==> config.mk <==
export PLATFORM = sky130hd
export DESIGN_NAME = slt_led_trig
export DESIGN_NICKNAME = d
export VERILOG_FILES = /design/src/hw/slt_pkg.sv /design/src/hw/slt_trig_gen.sv /design/src/hw/slt_led_trig.sv
export SDC_FILE = /design/constraint.sdc
export NUM_CORES = 1
export LEC_CHECK = 0
export BUFFER_PORTS_ARGS = -buffer_cell sky130_fd_sc_hd__buf_2
export CAP_MARGIN = 40
export CORE_ASPECT_RATIO = 1.1
export CORE_MARGIN = 5
export CORE_UTILIZATION = 50
export CTS_BUF_LIST = sky130_fd_sc_hd__clkbuf_16
export DETAILED_ROUTE_END_ITERATION = 6
export HOLD_SLACK_MARGIN = 0.12
export MAX_ROUTING_LAYER = met4
export PLACE_DENSITY_LB_ADDON = 0.12
export SETUP_SLACK_MARGIN = 0.5
export SLEW_MARGIN = 0
export SYNTH_ARGS = -nofsm -noshare
export SYNTH_HDL_FRONTEND = slang
export SYNTH_SLANG_ARGS = --single-unit
==> constraint.sdc <==
create_clock -name sys_clk -period 7.1 [get_ports sys_clk]
set_input_delay 1.065 -clock sys_clk [delete_from_list [all_inputs] [get_ports sys_clk]]
set_output_delay 1.065 -clock sys_clk [all_outputs]
set_load 0.02 [all_outputs]
==> src/hw/slt_pkg.sv <==
package slt_pkg;

   // Clock rate and the printed times, each in its own unit
   localparam int CLK_MHZ = 200;
   localparam int SLOT_MS = 250; // One eighth of the 2 s fault pattern
   localparam int FAULT_PERIOD_MS = 2000;
   localparam int BOOT_DELAY_MS = 15000;
   localparam int INIT_MAX_MS = 120000;
   localparam int COMM_MS = 500;
   localparam int PULSE_NS = 1000;

   // Derived cycle counts
   localparam int SLOT_CYC = SLOT_MS * 1000 * CLK_MHZ;
   localparam int COMM_CYC = COMM_MS * 1000 * CLK_MHZ;
   localparam int SLOTS_PER_PERIOD = FAULT_PERIOD_MS / SLOT_MS;
   localparam int BOOT_SLOTS = BOOT_DELAY_MS / SLOT_MS;
   localparam int INIT_SLOTS = INIT_MAX_MS / SLOT_MS;
   localparam int PULSE_CYC = (PULSE_NS * CLK_MHZ + 999) / 1000;
   localparam int TMR_W = 27;

   // Register offsets
   localparam logic [3:0] ADDR_CTRL = 4'h0;
   localparam logic [3:0] ADDR_WIDTH = 4'h4;
   localparam logic [3:0] ADDR_STATUS = 4'h8;

   // Control field positions
   localparam int CTRL_MODE_LSB = 0;
   localparam int CTRL_BEAM_BIT = 2;
   localparam int CTRL_POL_BIT = 3;
   localparam int CTRL_AUX_BIT = 4;

   typedef enum logic [1:0] {
      TM_EOV = 2'h0,
      TM_DET = 2'h1,
      TM_PRES = 2'h2
   } slt_tmode_type;

   typedef enum logic [2:0] {
      ST_PWR = 3'h0,
      ST_BOOT = 3'h1,
      ST_BAD = 3'h2,
      ST_INIT = 3'h3,
      ST_CAL = 3'h4,
      ST_NORM = 3'h5
   } slt_state_type;

   typedef struct packed {
      logic [1:0] mode;
      logic beam2;
      logic act_high;
      logic aux_fit;
      logic [15:0] width;
   } slt_cfg_type;

   typedef struct packed {
      logic det1;
      logic det2;
      logic eov1;
      logic eov2;
   } slt_evt_type;

   typedef struct packed {
      logic image_ok;
      logic image_bad;
      logic selftest_fail;
      logic init_done;
      logic cal_done;
      logic noncrit_fail;
      logic crit_fail;
   } slt_sys_type;

   // Reset values
   localparam logic [1:0] MODE_RST = 2'h0;
   localparam logic BEAM2_RST = 1'b1;
   localparam logic POL_RST = 1'b0;
   localparam logic AUX_RST = 1'b0;
   localparam logic [15:0] WIDTH_RST = 16'(PULSE_CYC);

endpackage

==> src/hw/slt_trig_gen.sv <==
`timescale 1ns/1ps
module slt_trig_gen (
   input wire logic sys_clk, // System clock
   input wire logic rst_n, // Synchronised reset, active low
   input wire slt_pkg::slt_cfg_type cfg, // Trigger configuration
   input wire slt_pkg::slt_evt_type evt, // Beam event pulses
   input wire logic present, // Vehicle in second beam
   input wire logic comm_inv, // Comm check window
   output logic trig_q, // Main trigger pin level
   output logic aux_q // Auxiliary trigger pin level
);
   import slt_pkg::*;

   logic [15:0] cnt_q;
   logic [15:0] cnt_d;
   logic [15:0] width_w;
   logic det_sel, eov_sel, fire, active, lvl_d, ah_w;

   assign width_w = cfg.width;
   assign ah_w = cfg.act_high;
   // Beam choice only steers the trigger, never detection itself
   assign det_sel = cfg.beam2 ? evt.det2 : evt.det1;
   assign eov_sel = cfg.beam2 ? evt.eov2 : evt.eov1;
   assign fire = (cfg.mode == TM_EOV && eov_sel) ||
                 (cfg.mode == TM_DET && det_sel);
   // programmable width, a new event restarts the pulse
   assign cnt_d = fire ? width_w :
                  (cnt_q != 16'h0) ? cnt_q - 16'h1 : cnt_q;
   assign active = (cnt_q != 16'h0) ||
                   (cfg.mode == TM_PRES && present);
   assign lvl_d = (active ? ah_w : !ah_w) ^ comm_inv;

   // Pulse counter and pin registers; unfitted aux rests inactive
   always_ff @(posedge sys_clk or negedge rst_n) begin
      if (!rst_n) begin
         cnt_q <= 16'h0;
         trig_q <= 1'b1;
         aux_q <= 1'b1;
      end else begin
         cnt_q <= cnt_d;
         trig_q <= lvl_d;
         aux_q <= cfg.aux_fit ? lvl_d : !ah_w;
      end
   end
endmodule

==> src/hw/slt_led_trig.sv <==
// Our own choices: the register addresses and strobed register access.
`timescale 1ns/1ps
// Overview of operation
// - At power-up both red and green indicators are off.
// - Valid image and parameters in boot: green flashes continuously.
// - After boot delay, red and green alternate during init, bounded time.
// - Road calibration: green on, red off; red on when done.
// - Normal operation keeps red continuously on.
// - Normal with no vehicle in second beam: both indicators on.
// - Detection in second beam turns green off.
// - End-of-vehicle in second beam turns green back on.
// - Comm check inverts green for half a second, then restores.
// - Comm check switches the trigger output with the same timing.
// - Invalid image or parameters in boot: red flashes steadily.
// - Non-critical failure: one red flash per two seconds, green kept.
// - Critical failure: four red flashes every two seconds.
// - Boot self-test failure: green off, red flashing, no initialisation.
// - Trigger output defaults to active low logic level.
// - Fitted auxiliary trigger behaves exactly like the main one.
// - Stored setting picks end-of-vehicle pulse, detection pulse, presence.
// - Trigger mode affects only trigger generation, not detection.
// - Pulse fires on detection or end-of-vehicle, first or second beam.
// - Pulse defaults to one microsecond active low; width, polarity set.
// - Presence mode holds trigger active while a vehicle is in beam two.
// - Detection pulse fires on selected beam detection before its message.
module slt_led_trig #(
   parameter int SLOT_CYCLES = slt_pkg::SLOT_CYC, // Flash slot length
   parameter int COMM_CYCLES = slt_pkg::COMM_CYC // Comm check window
) (
   input wire logic sys_clk, // System clock, 200 MHz
   input wire logic rstn, // Asynchronous reset, active low
   input wire logic [3:0] reg_addr, // Register byte address
   input wire logic [31:0] reg_wdata, // Write data
   input wire logic reg_we, // Write strobe
   input wire logic reg_re, // Read strobe
   output logic [31:0] reg_rdata, // Read data, cycle after strobe
   input wire slt_pkg::slt_sys_type sys_flags, // System state levels
   input wire slt_pkg::slt_evt_type veh_evt, // Beam event pulses
   input wire logic comm_check, // Comm check command pulse
   output logic red_led, // Red indicator, high is lit
   output logic green_led, // Green indicator, high is lit
   output logic vehicle_trigger_out, // Main trigger pin
   output logic aux_trigger_out // Auxiliary trigger pin
);
   import slt_pkg::*;

   logic rst_s1_q, rst_n_q;
   slt_state_type state_q, state_d;
   slt_cfg_type cfg_q;
   logic [TMR_W-1:0] slot_cnt_q, comm_tmr_q;
   logic [2:0] slot_q;
   logic [8:0] ph_q;
   logic [3:0] veh_cnt_q;
   logic red_d, green_d;
   logic slot_tick, blink, slot0, comm_act, present, app_run;
   logic is_bad, boot_done, init_to, wr_ctrl, wr_width;
   logic veh_up, veh_dn;
   logic [31:0] rd_mux;

   // Reset release through two flops; assertion stays asynchronous
   always_ff @(posedge sys_clk or negedge rstn) begin
      if (!rstn) begin
         rst_s1_q <= 1'b0;
         rst_n_q <= 1'b0;
      end else begin
         rst_s1_q <= 1'b1;
         rst_n_q <= rst_s1_q;
      end
   end

   // slot timer sets all flash rates
   assign slot_tick = slot_cnt_q == TMR_W'(SLOT_CYCLES - 1);
   assign blink = slot_q[0];
   assign slot0 = slot_q == 3'h0;

   // Slot counter and slot index; eight slots make one 2 s period
   always_ff @(posedge sys_clk or negedge rst_n_q) begin
      if (!rst_n_q) begin
         slot_cnt_q <= '0;
         slot_q <= 3'h0;
      end else begin
         slot_cnt_q <= slot_tick ? '0 : slot_cnt_q + 1'b1;
         slot_q <= slot_tick ? slot_q + 3'h1 : slot_q;
      end
   end

   // Slots spent in the current state, for boot delay and init bound
   always_ff @(posedge sys_clk or negedge rst_n_q) begin
      if (!rst_n_q) begin
         ph_q <= 9'h0;
      end else if (state_d != state_q) begin
         ph_q <= 9'h0;
      end else if (slot_tick) begin
         ph_q <= ph_q + 9'h1;
      end
   end

   // Sequencing decodes
   assign is_bad = sys_flags.image_bad || sys_flags.selftest_fail;
   assign boot_done = slot_tick && ph_q == 9'(BOOT_SLOTS - 1);
   assign init_to = slot_tick && ph_q == 9'(INIT_SLOTS - 1);
   assign app_run = state_q == ST_INIT || state_q == ST_CAL ||
                    state_q == ST_NORM;

   // Indicator sequencer; a failed boot never leaves its state
   always_comb begin
      state_d = state_q;
      unique case (state_q)
         ST_PWR: begin
            if (is_bad) begin
               state_d = ST_BAD;
            end else if (sys_flags.image_ok) begin
               state_d = ST_BOOT;
            end
         end
         ST_BOOT: begin
            if (is_bad) begin
               state_d = ST_BAD;
            end else if (boot_done) begin
               state_d = ST_INIT;
            end
         end
         ST_BAD: state_d = ST_BAD;
         // init ends on done or timeout
         ST_INIT: begin
            if (sys_flags.init_done || init_to) begin
               state_d = ST_CAL;
            end
         end
         ST_CAL: begin
            if (sys_flags.cal_done) begin
               state_d = ST_NORM;
            end
         end
         ST_NORM: state_d = ST_NORM;
         default: state_d = ST_PWR;
      endcase
   end

   always_ff @(posedge sys_clk or negedge rst_n_q) begin
      if (!rst_n_q) begin
         state_q <= ST_PWR;
      end else begin
         state_q <= state_d;
      end
   end

   // Vehicles inside the second beam; counting keeps several presences
   assign veh_up = veh_evt.det2 && veh_cnt_q != 4'hf;
   assign veh_dn = veh_evt.eov2 && veh_cnt_q != 4'h0;
   assign present = veh_cnt_q != 4'h0;

   always_ff @(posedge sys_clk or negedge rst_n_q) begin
      if (!rst_n_q) begin
         veh_cnt_q <= 4'h0;
      end else if (veh_up && !veh_dn) begin
         veh_cnt_q <= veh_cnt_q + 4'h1;
      end else if (veh_dn && !veh_up) begin
         veh_cnt_q <= veh_cnt_q - 4'h1;
      end
   end

   // half second window; a new check restarts it
   assign comm_act = comm_tmr_q != '0;
   always_ff @(posedge sys_clk or negedge rst_n_q) begin
      if (!rst_n_q) begin
         comm_tmr_q <= '0;
      end else if (comm_check) begin
         comm_tmr_q <= TMR_W'(COMM_CYCLES);
      end else if (comm_act) begin
         comm_tmr_q <= comm_tmr_q - 1'b1;
      end
   end

   // Indicator pattern per state, then fault overlay, then comm check
   always_comb begin
      red_d = 1'b0;
      green_d = 1'b0;
      unique case (state_q)
         ST_PWR: ;
         ST_BOOT: green_d = blink;
         ST_BAD: red_d = blink;
         ST_INIT: begin
            red_d = blink;
            green_d = !blink;
         end
         ST_CAL: green_d = 1'b1;
         // red on, green shows free beam
         ST_NORM: begin
            red_d = 1'b1;
            green_d = !present;
         end
         default: ;
      endcase
      // critical: four flashes, one per even slot; non-critical: one flash in slot 0
      if (app_run && sys_flags.crit_fail) begin
         red_d = !blink;
      end else if (app_run && sys_flags.noncrit_fail) begin
         red_d = slot0;
      end
      green_d = green_d ^ comm_act;
   end

   always_ff @(posedge sys_clk or negedge rst_n_q) begin
      if (!rst_n_q) begin
         red_led <= 1'b0;
         green_led <= 1'b0;
      end else begin
         red_led <= red_d;
         green_led <= green_d;
      end
   end

   // Register decode
   assign wr_ctrl = reg_we && reg_addr == ADDR_CTRL;
   assign wr_width = reg_we && reg_addr == ADDR_WIDTH;
   assign rd_mux =
      (reg_addr == ADDR_CTRL) ? {27'h0, cfg_q.aux_fit, cfg_q.act_high,
                                 cfg_q.beam2, cfg_q.mode} :
      (reg_addr == ADDR_WIDTH) ? {16'h0, cfg_q.width} :
      (reg_addr == ADDR_STATUS) ? {22'h0, veh_cnt_q, vehicle_trigger_out,
                                   green_led, red_led, state_q} :
      32'h0;

   // stored trigger setting; writes to status are ignored
   always_ff @(posedge sys_clk or negedge rst_n_q) begin
      if (!rst_n_q) begin
         cfg_q <= {MODE_RST, BEAM2_RST, POL_RST, AUX_RST, WIDTH_RST};
      end else begin
         if (wr_ctrl) begin
            cfg_q.mode <= reg_wdata[CTRL_MODE_LSB +: 2];
            cfg_q.beam2 <= reg_wdata[CTRL_BEAM_BIT];
            cfg_q.act_high <= reg_wdata[CTRL_POL_BIT];
            cfg_q.aux_fit <= reg_wdata[CTRL_AUX_BIT];
         end
         if (wr_width) begin
            cfg_q.width <= reg_wdata[15:0];
         end
      end
   end

   // Read data stand for one cycle only, zero otherwise
   always_ff @(posedge sys_clk or negedge rst_n_q) begin
      if (!rst_n_q) begin
         reg_rdata <= 32'h0;
      end else begin
         reg_rdata <= reg_re ? rd_mux : 32'h0;
      end
   end

   // trigger sees events only, never alters them
   slt_trig_gen u_trig (
      .sys_clk(sys_clk),
      .rst_n(rst_n_q),
      .cfg(cfg_q),
      .evt(veh_evt),
      .present(present),
      .comm_inv(comm_act),
      .trig_q(vehicle_trigger_out),
      .aux_q(aux_trigger_out)
   );
endmodule

After elaboration in Yosys (flattened, before gate mapping)
Index checks and enable logic that the tools add are counted.

Input port bits: 52. Register bits after elaboration: 132. Output and inout port bits: 36. Word-level logic and storage cells: 106.

Bitwise logic cells: 2. Equal/unequal tests: 14. Reductions and logical operators: 36. Add/sub/neg operators: 7. Multiplexer cells: 28.

Operator list (number): 27-bit 2-to-1 mux (3); 16-bit 2-to-1 mux (5); 27-bit by 1-bit adder with 27-bit output (second input constant) (1); 27-bit by 26-bit equality test with 1-bit output (second input constant) (1); 27-bit nonzero test (1); 27-bit by 1-bit subtractor with 27-bit output (second input constant) (1); 3-bit 2-to-1 mux (6); 9-bit 2-to-1 mux (2); 3-bit one-hot mux with 6 select lines (1); 16-bit nonzero test (1); 16-bit by 1-bit subtractor with 16-bit output (second input constant) (1); 1-bit logical AND (13); 10-bit 2-to-1 mux (1); 9-bit by 1-bit adder with 9-bit output (second input constant) (1); 9-bit by 6-bit equality test with 1-bit output (second input constant) (1); 9-bit equality test (second input constant) (1); 4-bit 2-to-1 mux (2); 2-bit nonzero test (4); 3-bit by 2-bit equality test with 1-bit output (second input constant) (2); 3-bit equality test (second input constant) (2); 3-bit zero test (2); 1-bit logical OR (6); 1-bit 2-to-1 mux (6); 1-bit zero test (5); other kinds (17) (18).

Logic depth before layout (Yosys ltp)
Gate-level depths: netlist of the first run.

Depth after elaboration: 7. Gate-level depth with buffers: 10. Gate-level depth less buffers: 10.

By module
A second synthesis of the first run with hierarchy kept.

Cells, all modules: 681. Area, all modules: 6856.6 um^2.

Modules (own cells, without submodules): slt_led_trig (seq. area each 2857.7 um^2, instances 1, area an instance 5632.9 um^2, cells an instance 547); slt_trig_gen (seq. area each 452.9 um^2, instances 1, area an instance 1223.7 um^2, cells an instance 134).

Worst setup path before layout of the first run
No wires, ideal clock.

Path type: input port to flip-flop. Start: input veh_evt[2] (netlist name). End: register veh_cnt_q[3]. Arrival: 2.413 ns. Library setup time: 0.125 ns. Data required time: 6.975 ns. Stages on the path: 10. Buffers on the path: 0. Path slack: 4.562 ns. Cell sequence: inv_1 a41oi_1 ha_1 inv_1 ha_1 a21o_1 a21oi_1 xnor2_1 nor2_1 xor2_1.

Cells in the longest elaborated chain, start to end: 4. Elaborated cells on any way between the ends: 6. Those cells by class: mux (1); reduce/logical (5).

Ends and longest elaborated chain: from (decl) (line slt_led_trig.sv:38) `input wire slt_pkg::slt_evt_type veh_evt,`; 1-bit logical AND * (line slt_led_trig.sv:149) `assign veh_up = veh_evt.det2 && veh_cnt_q != 4'hf;`; 1-bit zero test (line slt_led_trig.sv:158) `end else if (veh_dn && !veh_up) begin`; 1-bit logical AND (line slt_led_trig.sv:158); 2-bit nonzero test (no line); to (signal assigned) (line slt_led_trig.sv:157) `veh_cnt_q <= veh_cnt_q + 4'h1;`; to (signal assigned) (line slt_led_trig.sv:159) `veh_cnt_q <= veh_cnt_q - 4'h1;`; to (decl) (line slt_led_trig.sv:53) `logic [3:0] veh_cnt_q;`.

Every way passes the cells marked *; elsewhere a longest branch is shown, timed or not. A chain may end at the register's enable or synchronous reset.

Final worst setup path of the first run
Start: register comm_tmr_q[11]. End: register comm_tmr_q[19].

Cells in the longest elaborated chain, start to end: 3. Elaborated cells on any way between the ends: 5. Those cells by class: add/sub (1); mux (2); reduce/logical (2).

Ends and longest elaborated chain: from (decl) (line slt_led_trig.sv:50) `logic [TMR_W-1:0] slot_cnt_q, comm_tmr_q;`; from (signal assigned) (line slt_led_trig.sv:169) `comm_tmr_q <= TMR_W'(COMM_CYCLES);`; from (signal assigned) (line slt_led_trig.sv:171) `comm_tmr_q <= comm_tmr_q - 1'b1;`; 27-bit by 1-bit subtractor with 27-bit output (line slt_led_trig.sv:171); 27-bit 2-to-1 mux (line slt_led_trig.sv:170) `end else if (comm_act) begin`; 27-bit 2-to-1 mux (line slt_led_trig.sv:168) `end else if (comm_check) begin`.

Several ways; a longest one is shown, not always the timed one. The select of a mux whose other input is x is not followed.

==> reports/summary.txt, run 1 <==
share of cells above drive strength 1 = 18.0%
DRT Pass-1 Iters = 4
hold_sp = rst_s1_q
clock sink total = 132
CTS tree = done
post-CTS resize count = 0
Root Driver = clkbuf_16
crit path max fanout = 8
Max VDD drop = 0.176 mV
DP Area = 0.00704 mm²
Final Hold Slack = 0.353 ns
H-Tree Depth = 4
cell count of the worst hold path = 0
sequential cell area fraction in the yosys report = 50.0%
area delta synth->final = 14.9%
most frequent cells in the layout = dfrtp_1, nor2_1, buf_2
DR WL/cell = 15.7 µm
RSZ-0062 raised after global routing = no
DRT iter0 DRCs = 263
Vias = 4960
Post-Syn Area = 0.00662 mm²
DIE AREA = 0.0156 mm²
gr ovfl total = 0
synthesized flop and latch total = 132
num ports = 88
Routed Wire Length = 13900 µm
hold path endpoint = rst_n_q
commonest non-fill, non-tap cell in the layout = dfrtp_1
gr busiest metal = met2
number of flops mapped to enable cells by yosys = 0
power density cells = 290 mW/mm²
Worst R2R End = comm_tmr_q[19]
CP arrival = 3.02 ns
status = complete, no violations
GP Congestion = 0.830
Max-cap violations = 0
vias in the first global route = 5026
Worst-path clk slew = 0.06 ns
setup violators final = 0
Final ANT Viol Nets = 0
Starting Density = 50.5%
setup slack after layout = 4.42 ns
class of the worst hold path = register to register
Final Instance Area = 0.00761 mm²
Post-synth ARST share = 100%
Die Y = 131 µm
fmax = 373 MHz
Avg Cell Area, Syn = 10.2 µm²
maximum root-to-sink buffer count = 2
Yosys warnings = 0
grt met2 use = 32.4%
largest net degree at the start of global routing = 68
max-slew violation count = 0
prevailing post-synth register cell = dfrtp_1
Layout Nets = 771
Critical Path RT = 7.43 ns
first-pass GRT wire length = 23900 µm
Worst setup EP type = register
overall global routing resource usage = 19.4%
Final Hold Viols = 0
CP startpoint kind = register
port bufs = 55
synth unique cells = 58
cts hold-fix bufs = 0
TritonCTS Buffers = 17
Pleak = 0.00330 µW
global routing usage on met1 = 23.3%
DR DRC count = 0
HPWL Detailed = 9780 µm
Mapped Cells = 650
# rows = 44
setup slack, reg-to-reg = 4.42 ns
post-layout min period = 2.68 ns
R2R Path Start = comm_tmr_q[11]
critical path class = register to register
Clock Latency Late Sink = 0.41 ns
Die W = 120 µm
post-CTS setup buffers = 0
period utilization = 37.8%
Reg2Reg Depth = 5
Final TNS setup = 0 ns
worst rel slew slack = 41.9%
antenna violations before repair = 1
worst-margin pin slew = 0.865 ns
clk_skew = 0.00727 ns
vias per inst = 5.61
pre-CTS WS = 4.02 ns
Floorplan Core Area = 0.0131 mm²
met3 Track Usage GR = 4.39%
stage by stage:
stage | util [%] | instances | power, µW
3_5_place_dp | 53.7 | 851 | 1390
4_1_cts | 58.0 | 883 | 2230
2_1_floorplan | - | 665 | 1280
3_3_place_gp | 53.4 | 848 | 1370
6_report | 58.1 | 884 | 2210
5_1_grt | 58.1 | 884 | 2330
metal layers:
metal  part of all wire, %  vias up
met5                     0        -
met4                   1.1        0
met3                   3.7       14
met2                    51       68
met1                    44     2456
li1                      -     2422
critical path: stages, from the launching register on:
cell and delay [ns]:
dfrtp_1 0.39, or4_1 0.63, or3_1 0.53, or4_1 0.56, or3_1 0.34, a21oi_1 0.16
sequential cells by signal, indices dropped and copies added, names as in the netlist:
name,flops
cfg_q,21
comm_tmr_q,27
green_led,1
ph_q,9
red_led,1
reg_rdata,16
rst_n_q,1
rst_s1_q,1
slot_cnt_q,27
slot_q,3
state_q,3
u_trig.aux_q,1
u_trig.cnt_q,16
u_trig.trig_q,1
veh_cnt_q,4
synthesized netlist by cell type (6+ instances only):
cell	count	share of area, %
a211oi_1	6	0.68
nor3_1	18	1.4
and2_1	8	0.76
nor4_1	16	1.5
nor2_1	61	3.5
clkbuf_1	17	0.96
o31ai_1	8	0.91
buf_4	16	1.8
nor2b_1	15	1.4
o21ai_0	28	2.1
ha_1	9	1.7
xor2_1	22	2.9
mux2_2	24	4.1
dfrtp_1	126	48
dfstp_2	6	2.4
or4_1	16	1.8
xnor2_1	38	5.0
nand4_1	14	1.3
and4_1	7	0.93
mux2i_1	9	1.4
or3_1	14	1.3
nand2_1	46	2.6
nand3_1	26	2.0
and3_1	6	0.57
a21oi_1	19	1.4
inv_1	16	0.91
worst max-delay path by stage:
| stage | startpoint | end | slack [ns] | depth (start not counted) |
|---|---|---|---|---|
| CTS | comm_tmr_q[11] | comm_tmr_q[19] | 4.41 | 5 |
| finish | comm_tmr_q[11] | comm_tmr_q[19] | 4.42 | 5 |
| global route | reg_addr[2] | cfg_q[14] | 4.28 | 4 |
| floorplan | rst_n_q | cfg_q[0] | 3.16 | 0 |
| global placement | reg_addr[2] | cfg_q[14] | 4.07 | 4 |
| detailed placement | reg_addr[2] | cfg_q[15] | 4.02 | 4 |
cells by family after synthesis:
family / share of synthesized area (%)
AO/OA/AOI/OAI: 9.47
XOR/XNOR: 7.94
adder cells (fa/ha/maj): 2.00
buffers and inverters: 3.91
flip-flops: 50.0
multiplexers: 5.44
other: 0.113
AND/OR/NAND/NOR: 21.1
cell type report:
| type | count | area (µm²) |
|---|---|---|
| Antenna cell | 1 | 2.50 |
| Inverter | 16 | 60.1 |
| Sequential cell | 132 | 3310 |
| Tap cell | 161 | 201 |
| Clock buffer | 17 | 425 |
| Timing Repair Buffer | 61 | 342 |
| Fill cell | 1170 | 5500 |
| Clock inverter | 15 | 143 |
| Multi-Input combinational cell | 481 | 3120 |
where the power goes:
group	switching (µW)	internal, µW
registers	116	861
logic	207	189
clock network	322	510
total	645	1560
No activity file was read; power rests on OpenSTA's default activity.
==> inputs of run 2 (changes only) <==
ABC_AREA = 1   (was default)
clock period = 2.7 ns   (was 7.1 ns; I/O delays follow)
==> reports/summary.txt, run 2 <==
most common cell in the netlist = nand2_1
first-pass GRT wire length = 27400 µm
maximum root-to-sink buffer count = 2
# diodes = 0
main combinational cell family by area after synthesis = simple AND/OR/NAND/NOR gates
post-layout min period = 2.12 ns
Multi-input gate area = 0.00328 mm²
crit path max fanout = 4
antenna violations before repair = 0
Final TNS setup = 0 ns
Synth Area in Compound Gates = 7.58%
DR DRC count = 0
setup violators final = 0
port bufs = 55
Worst setup EP type = register
Vias = 5877
Worst-path clk slew = 0.05 ns
# rows = 46
power density cells = 736 mW/mm²
vias per inst = 4.96
TritonCTS Buffers = 17
Max-cap violations = 0
commonest non-fill, non-tap cell in the layout = nand2_1
Max VDD drop = 0.464 mV
Post-synth ARST share = 100%
synth unique cells = 45
H-Tree Depth = 4
critical path class = register to register
DR WL/cell = 13.6 µm
Layout Nets = 1042
clock sink total = 132
most frequent cells in the layout = nand2_1, inv_1, nor2_1
sequential cell area fraction in the yosys report = 46.0%
CTS tree = done
CP startpoint kind = register
Critical Path RT = 3.00 ns
DP Area = 0.00766 mm²
main area contributors after synthesis = dfrtp_1, nand2_1, inv_1, nor2_1, xor2_1
Clock Latency Late Sink = 0.42 ns
share of cells above drive strength 1 = 14.7%
prevailing post-synth register cell = dfrtp_1
flip-flop and latch area = 0.00332 mm²
Synth Area in Adders = 1.84%
status = complete, no violations
Die W = 124 µm
fmax = 472 MHz
pre-CTS WS = 0.475 ns
CP arrival = 2.42 ns
Floorplan Core Area = 0.0143 mm²
cell taking the most area after synthesis = dfrtp_1
final core utilization = 58.0%
mux cell area share after synthesis = 0.939%
Yosys warnings = 0
area delta synth->final = 15.2%
largest net degree at the start of global routing = 59
period utilization = 78.5%
worst rel slew slack = 58.4%
GP Congestion = 0.913
Pleak = 0.00399 µW
DRT Pass-1 Iters = 5
DRT iter0 DRCs = 331
Post-Synth XOR/XNOR Area = 5.72%
num ports = 88
Pwr Total = 6100 µW
Filler cells = 1376
Root Driver = clkbuf_16
Final ANT Viol Nets = 0
number of flops mapped to enable cells by yosys = 0
Routed Wire Length = 16100 µm
setup slack after layout = 0.582 ns
RSZ-0062 raised after global routing = yes
synthesized flop and latch total = 132
simple-gate share of the synthesized area = 28.3%
Yosys top cell area share = 43.8%
max-slew violation count = 0
Final Instance Area = 0.00829 mm²
Post-Syn Area = 0.00719 mm²
HPWL Detailed = 11900 µm
Mapped Cells = 910
Starting Density = 50.4%
overall global routing resource usage = 20.7%
DIE AREA = 0.0169 mm²
top flop regs = comm_tmr_q (27), slot_cnt_q (27), cfg_q (21)
Avg Cell Area, Syn = 7.91 µm²
clk_skew = 0.0107 ns
vias in the first global route = 5691
gr ovfl total = 0
class of the worst hold path = primary input to register
Final Hold Viols = 0
Synth top cells by count = nand2_1, inv_1, nor2_1
Die Y = 136 µm
worst-margin pin slew = 0.624 ns
==> run 2: cell count changes after synthesis, moves of 16 or more <==
cell,delta
nand2_1,+130
inv_1,+115
nor2_1,+69
nand3_1,+24
xnor2_1,-23
mux2_2,-18
o21ai_0,+17
or4_1,-16
==> run 2: final timing paths <==
| kind | startpoint | endpoint | cells past startpoint | slack, ns |
|---|---|---|---|---|
| setup / recovery | veh_cnt_q[0] | veh_cnt_q[3] | 13 | 0.58 |
| hold / removal | reg_wdata[5] | cfg_q[5] | 2 | 0.22 |
| setup reg to reg | veh_cnt_q[0] | veh_cnt_q[3] | 13 | 0.58 |
| hold reg to reg | rst_n_q | reg_rdata[13] | 0 | 0.34 |
| max in group asynchronous | rst_n_q | ph_q[5] | 1 | 1.55 |
| min in group asynchronous | rstn | rst_n_q | 2 | 0.30 |
==> run 2: cell type report <==
class / instances / area share [%]
Inverter: 139 / 6.37
Timing Repair Buffer: 61 / 4.05
Multi-Input combinational cell: 629 / 39.5
Clock inverter: 15 / 1.99
Clock buffer: 17 / 5.13
Sequential cell: 132 / 40.0
Tap cell: 192 / 2.90
==> run 2: worst max-delay path, cell delays in order (launching register included) <==
cell,delay (ns)
dfrtp_2,0.44
inv_1,0.12
nand3_2,0.14
nand2_1,0.09
ha_1,0.19
inv_1,0.09
ha_1,0.33
nand2_1,0.07
nor2_1,0.04
a211oi_2,0.17
nand2_1,0.07
nand2_1,0.06
nor2_1,0.04
xor2_1,0.14
==> run 2: per-layer routing <==
layer | up-vias | track usage, % | wire [µm]
met3 | 26 | 4.36 | 637
met2 | 130 | 31.9 | 7400
met4 | 0 | 7.98 | 314
met1 | 2700 | 27.1 | 7730
li1 | 3021 | - | -
met5 | - | - | 0
==> run 2: where the power goes <==
group	leakage (µW)	switching, µW	total, µW	internal, µW
sequential	0.00165	275	2550	2270
clock	0.000279	864	2300	1440
combinational	0.00206	778	1250	471
==> run 2: through the flow <==
stage / hold WS, ns / cells
4_1_cts: 0.204 / 1185
3_3_place_gp: 0.191 / 1152
2_1_floorplan: 0.109 / 925
5_1_grt: 0.206 / 1185
6_report: 0.216 / 1185
3_5_place_dp: 0.195 / 1152
==> run 2: what timing repair did <==
action | CTS | global route
setup endpoints to repair | 1 | 10
hold endpoints to repair | 2 | 0
resized for setup | 1 | 4
pin swaps | 0 | 0
hold buffers | 1 | 0
setup buffers | 0 | 0
==> run 2: cells by family (layout without fill, tap and decap cells) <==
kind of cell | after synthesis | in the layout
AND/OR/NAND/NOR | 452 | 452
buffers and inverters | 164 | 232
flip-flops | 132 | 132
AO/OA/AOI/OAI | 97 | 97
XOR/XNOR | 47 | 47
adder cells (fa/ha/maj) | 10 | 10
multiplexers | 6 | 6
other | 2 | 17
==> inputs of run 3 (changes only) <==
clock period = 2 ns   (was 2.7 ns; I/O delays follow)
==> reports/summary.txt, run 3 (synthesis gave the netlist of run 2 again) <==
slowest stage cell, crit path = dfrtp_1
Final ANT Viol Nets = 0
class of the worst hold path = primary input to register
share of cells above drive strength 1 = 39.6%
Final Hold Slack = 0.130 ns
top flop regs = comm_tmr_q (27), slot_cnt_q (27), cfg_q (21)
Root Driver = clkbuf_16
Worst Path Buf+Inv = 1
period utilization = 94.6%
vias per inst = 5.24
status = complete, no violations
CP startpoint kind = register
num ports = 88
GP Congestion = 0.923
clock sink total = 132
crit path max fanout = 4
area delta synth->final = 44.2%
max-slew violation count = 0
fmax = 528 MHz
# rows = 46
DRT iter0 DRCs = 441
Largest delay share family, worst path = flip-flops
Vias = 6859
Critical Path RT = 2.31 ns
worst path cell trace = nand3_1, o21a_1, ha_4, inv_4, ha_4, nand2_2, nor2_2, a211oi_2, nand2_1, nand2_1, nor2_1, xor2_1
largest net degree at the start of global routing = 45
hold_sp = reg_wdata[11]
Worst setup EP type = register
clk_skew = 0.00595 ns
post-layout min period = 1.89 ns
Final TNS setup = 0 ns
Layout Nets = 1165
R2R Path Start = veh_cnt_q[2]
TritonCTS Buffers = 17
Filler cells = 1019
power density cells = 896 mW/mm²
maximum root-to-sink buffer count = 2
DR DRC count = 0
vias in the first global route = 6487
H-Tree Depth = 4
setup violators final = 0
Final Hold Viols = 0
Starting Density = 50.4%
critical path class = register to register
DRT Pass-1 Iters = 5
RSZ-0062 raised after global routing = yes
slowest stage delay, CP = 0.40 ns
CP arrival = 2.20 ns
first-pass GRT wire length = 31100 µm
setup slack, reg-to-reg = 0.11 ns
Die Y = 136 µm
DR WL/cell = 16.1 µm
HPWL Detailed = 12700 µm
Worst-path clk slew = 0.06 ns
Max-cap violations = 0
overall global routing resource usage = 23.5%
DIE AREA = 0.0169 mm²
Final Instance Area = 0.0104 mm²
Clock Latency Late Sink = 0.42 ns
antenna violations before repair = 0
Pwr Total = 9290 µW
Floorplan Core Area = 0.0143 mm²
Pleak = 0.00491 µW
Crit. Startpoint = veh_cnt_q[2]
commonest non-fill, non-tap cell in the layout = nand2_1
Finished Layout Cells = 1308
Die W = 124 µm
gr ovfl total = 0
most frequent cells in the layout = nand2_1, inv_1, dfrtp_1
# diodes = 0
placed insts = 1166
port bufs = 55
Max VDD drop = 0.582 mV
CTS tree = done
Routed Wire Length = 21100 µm
DP Area = 0.00790 mm²
run 3: cell count changes in the layout (fill, tap and decap cells not counted), sizes merged:
cell,delta
inv,+1
clkinvlp,-1
buf,+116
dlygate4sd3,+6
nand2,+1
run 3: per-layer routing:
layer | routed length, µm | global-route usage (%) | up-vias
met1 | 8810 | 29.6 | 3271
met4 | 754 | 9.99 | 0
li1 | - | - | 3261
met3 | 1080 | 4.20 | 72
met5 | 0 | - | -
met2 | 10500 | 37.9 | 255
run 3: repair_timing:
action	in CTS	in global routing
endpoints found under the setup margin	82	84
pin swaps	49	70
setup buffers	61	40
hold buffers	7	0
gates cloned	2	0
hold endpoints to repair	8	0
resized for setup	116	161
run 3: power breakdown:
group	switching, µW	leakage (µW)	internal [µW]
Combinational	1530	0.00298	1220
Sequential	385	0.00164	3070
Clock	1170	0.000287	1920
run 3: layout make-up:
cell class / instances / area [µm²] / share of cell area [%]
timing repair buffer: 183 / 1410 / 13.6
clock buffer: 17 / 425 / 4.10
multi-input combinational: 630 / 4270 / 41.1
sequential: 132 / 3330 / 32.1
tap: 192 / 240 / 2.32
clock inverter: 15 / 149 / 1.43
inverter: 139 / 553 / 5.33
run 3: through the flow:
stage               worst slack [ns]  util, %
detailed placement            0.0383     55.3
finish                         0.107     72.7
floorplan                      0.154        -
global placement              0.0767     55.3
global route                -0.00352     72.7
CTS                           0.0741     66.1
run 3: tightest hold or removal path: cells and delay by family:
kind	cells	cell delay (ns)
compound gates	1	0.10
buf+inv	1	0.08
simple gates	1	0.03
run 3: worst paths after layout:
kind | endpoint | cells after the start
max | veh_cnt_q[3] | 12
min reg2reg | slot_cnt_q[13] | 0
max in group asynchronous | slot_cnt_q[3] | 1
max reg2reg | veh_cnt_q[3] | 12
min in group asynchronous | rst_n_q | 2
min | cfg_q[11] | 3
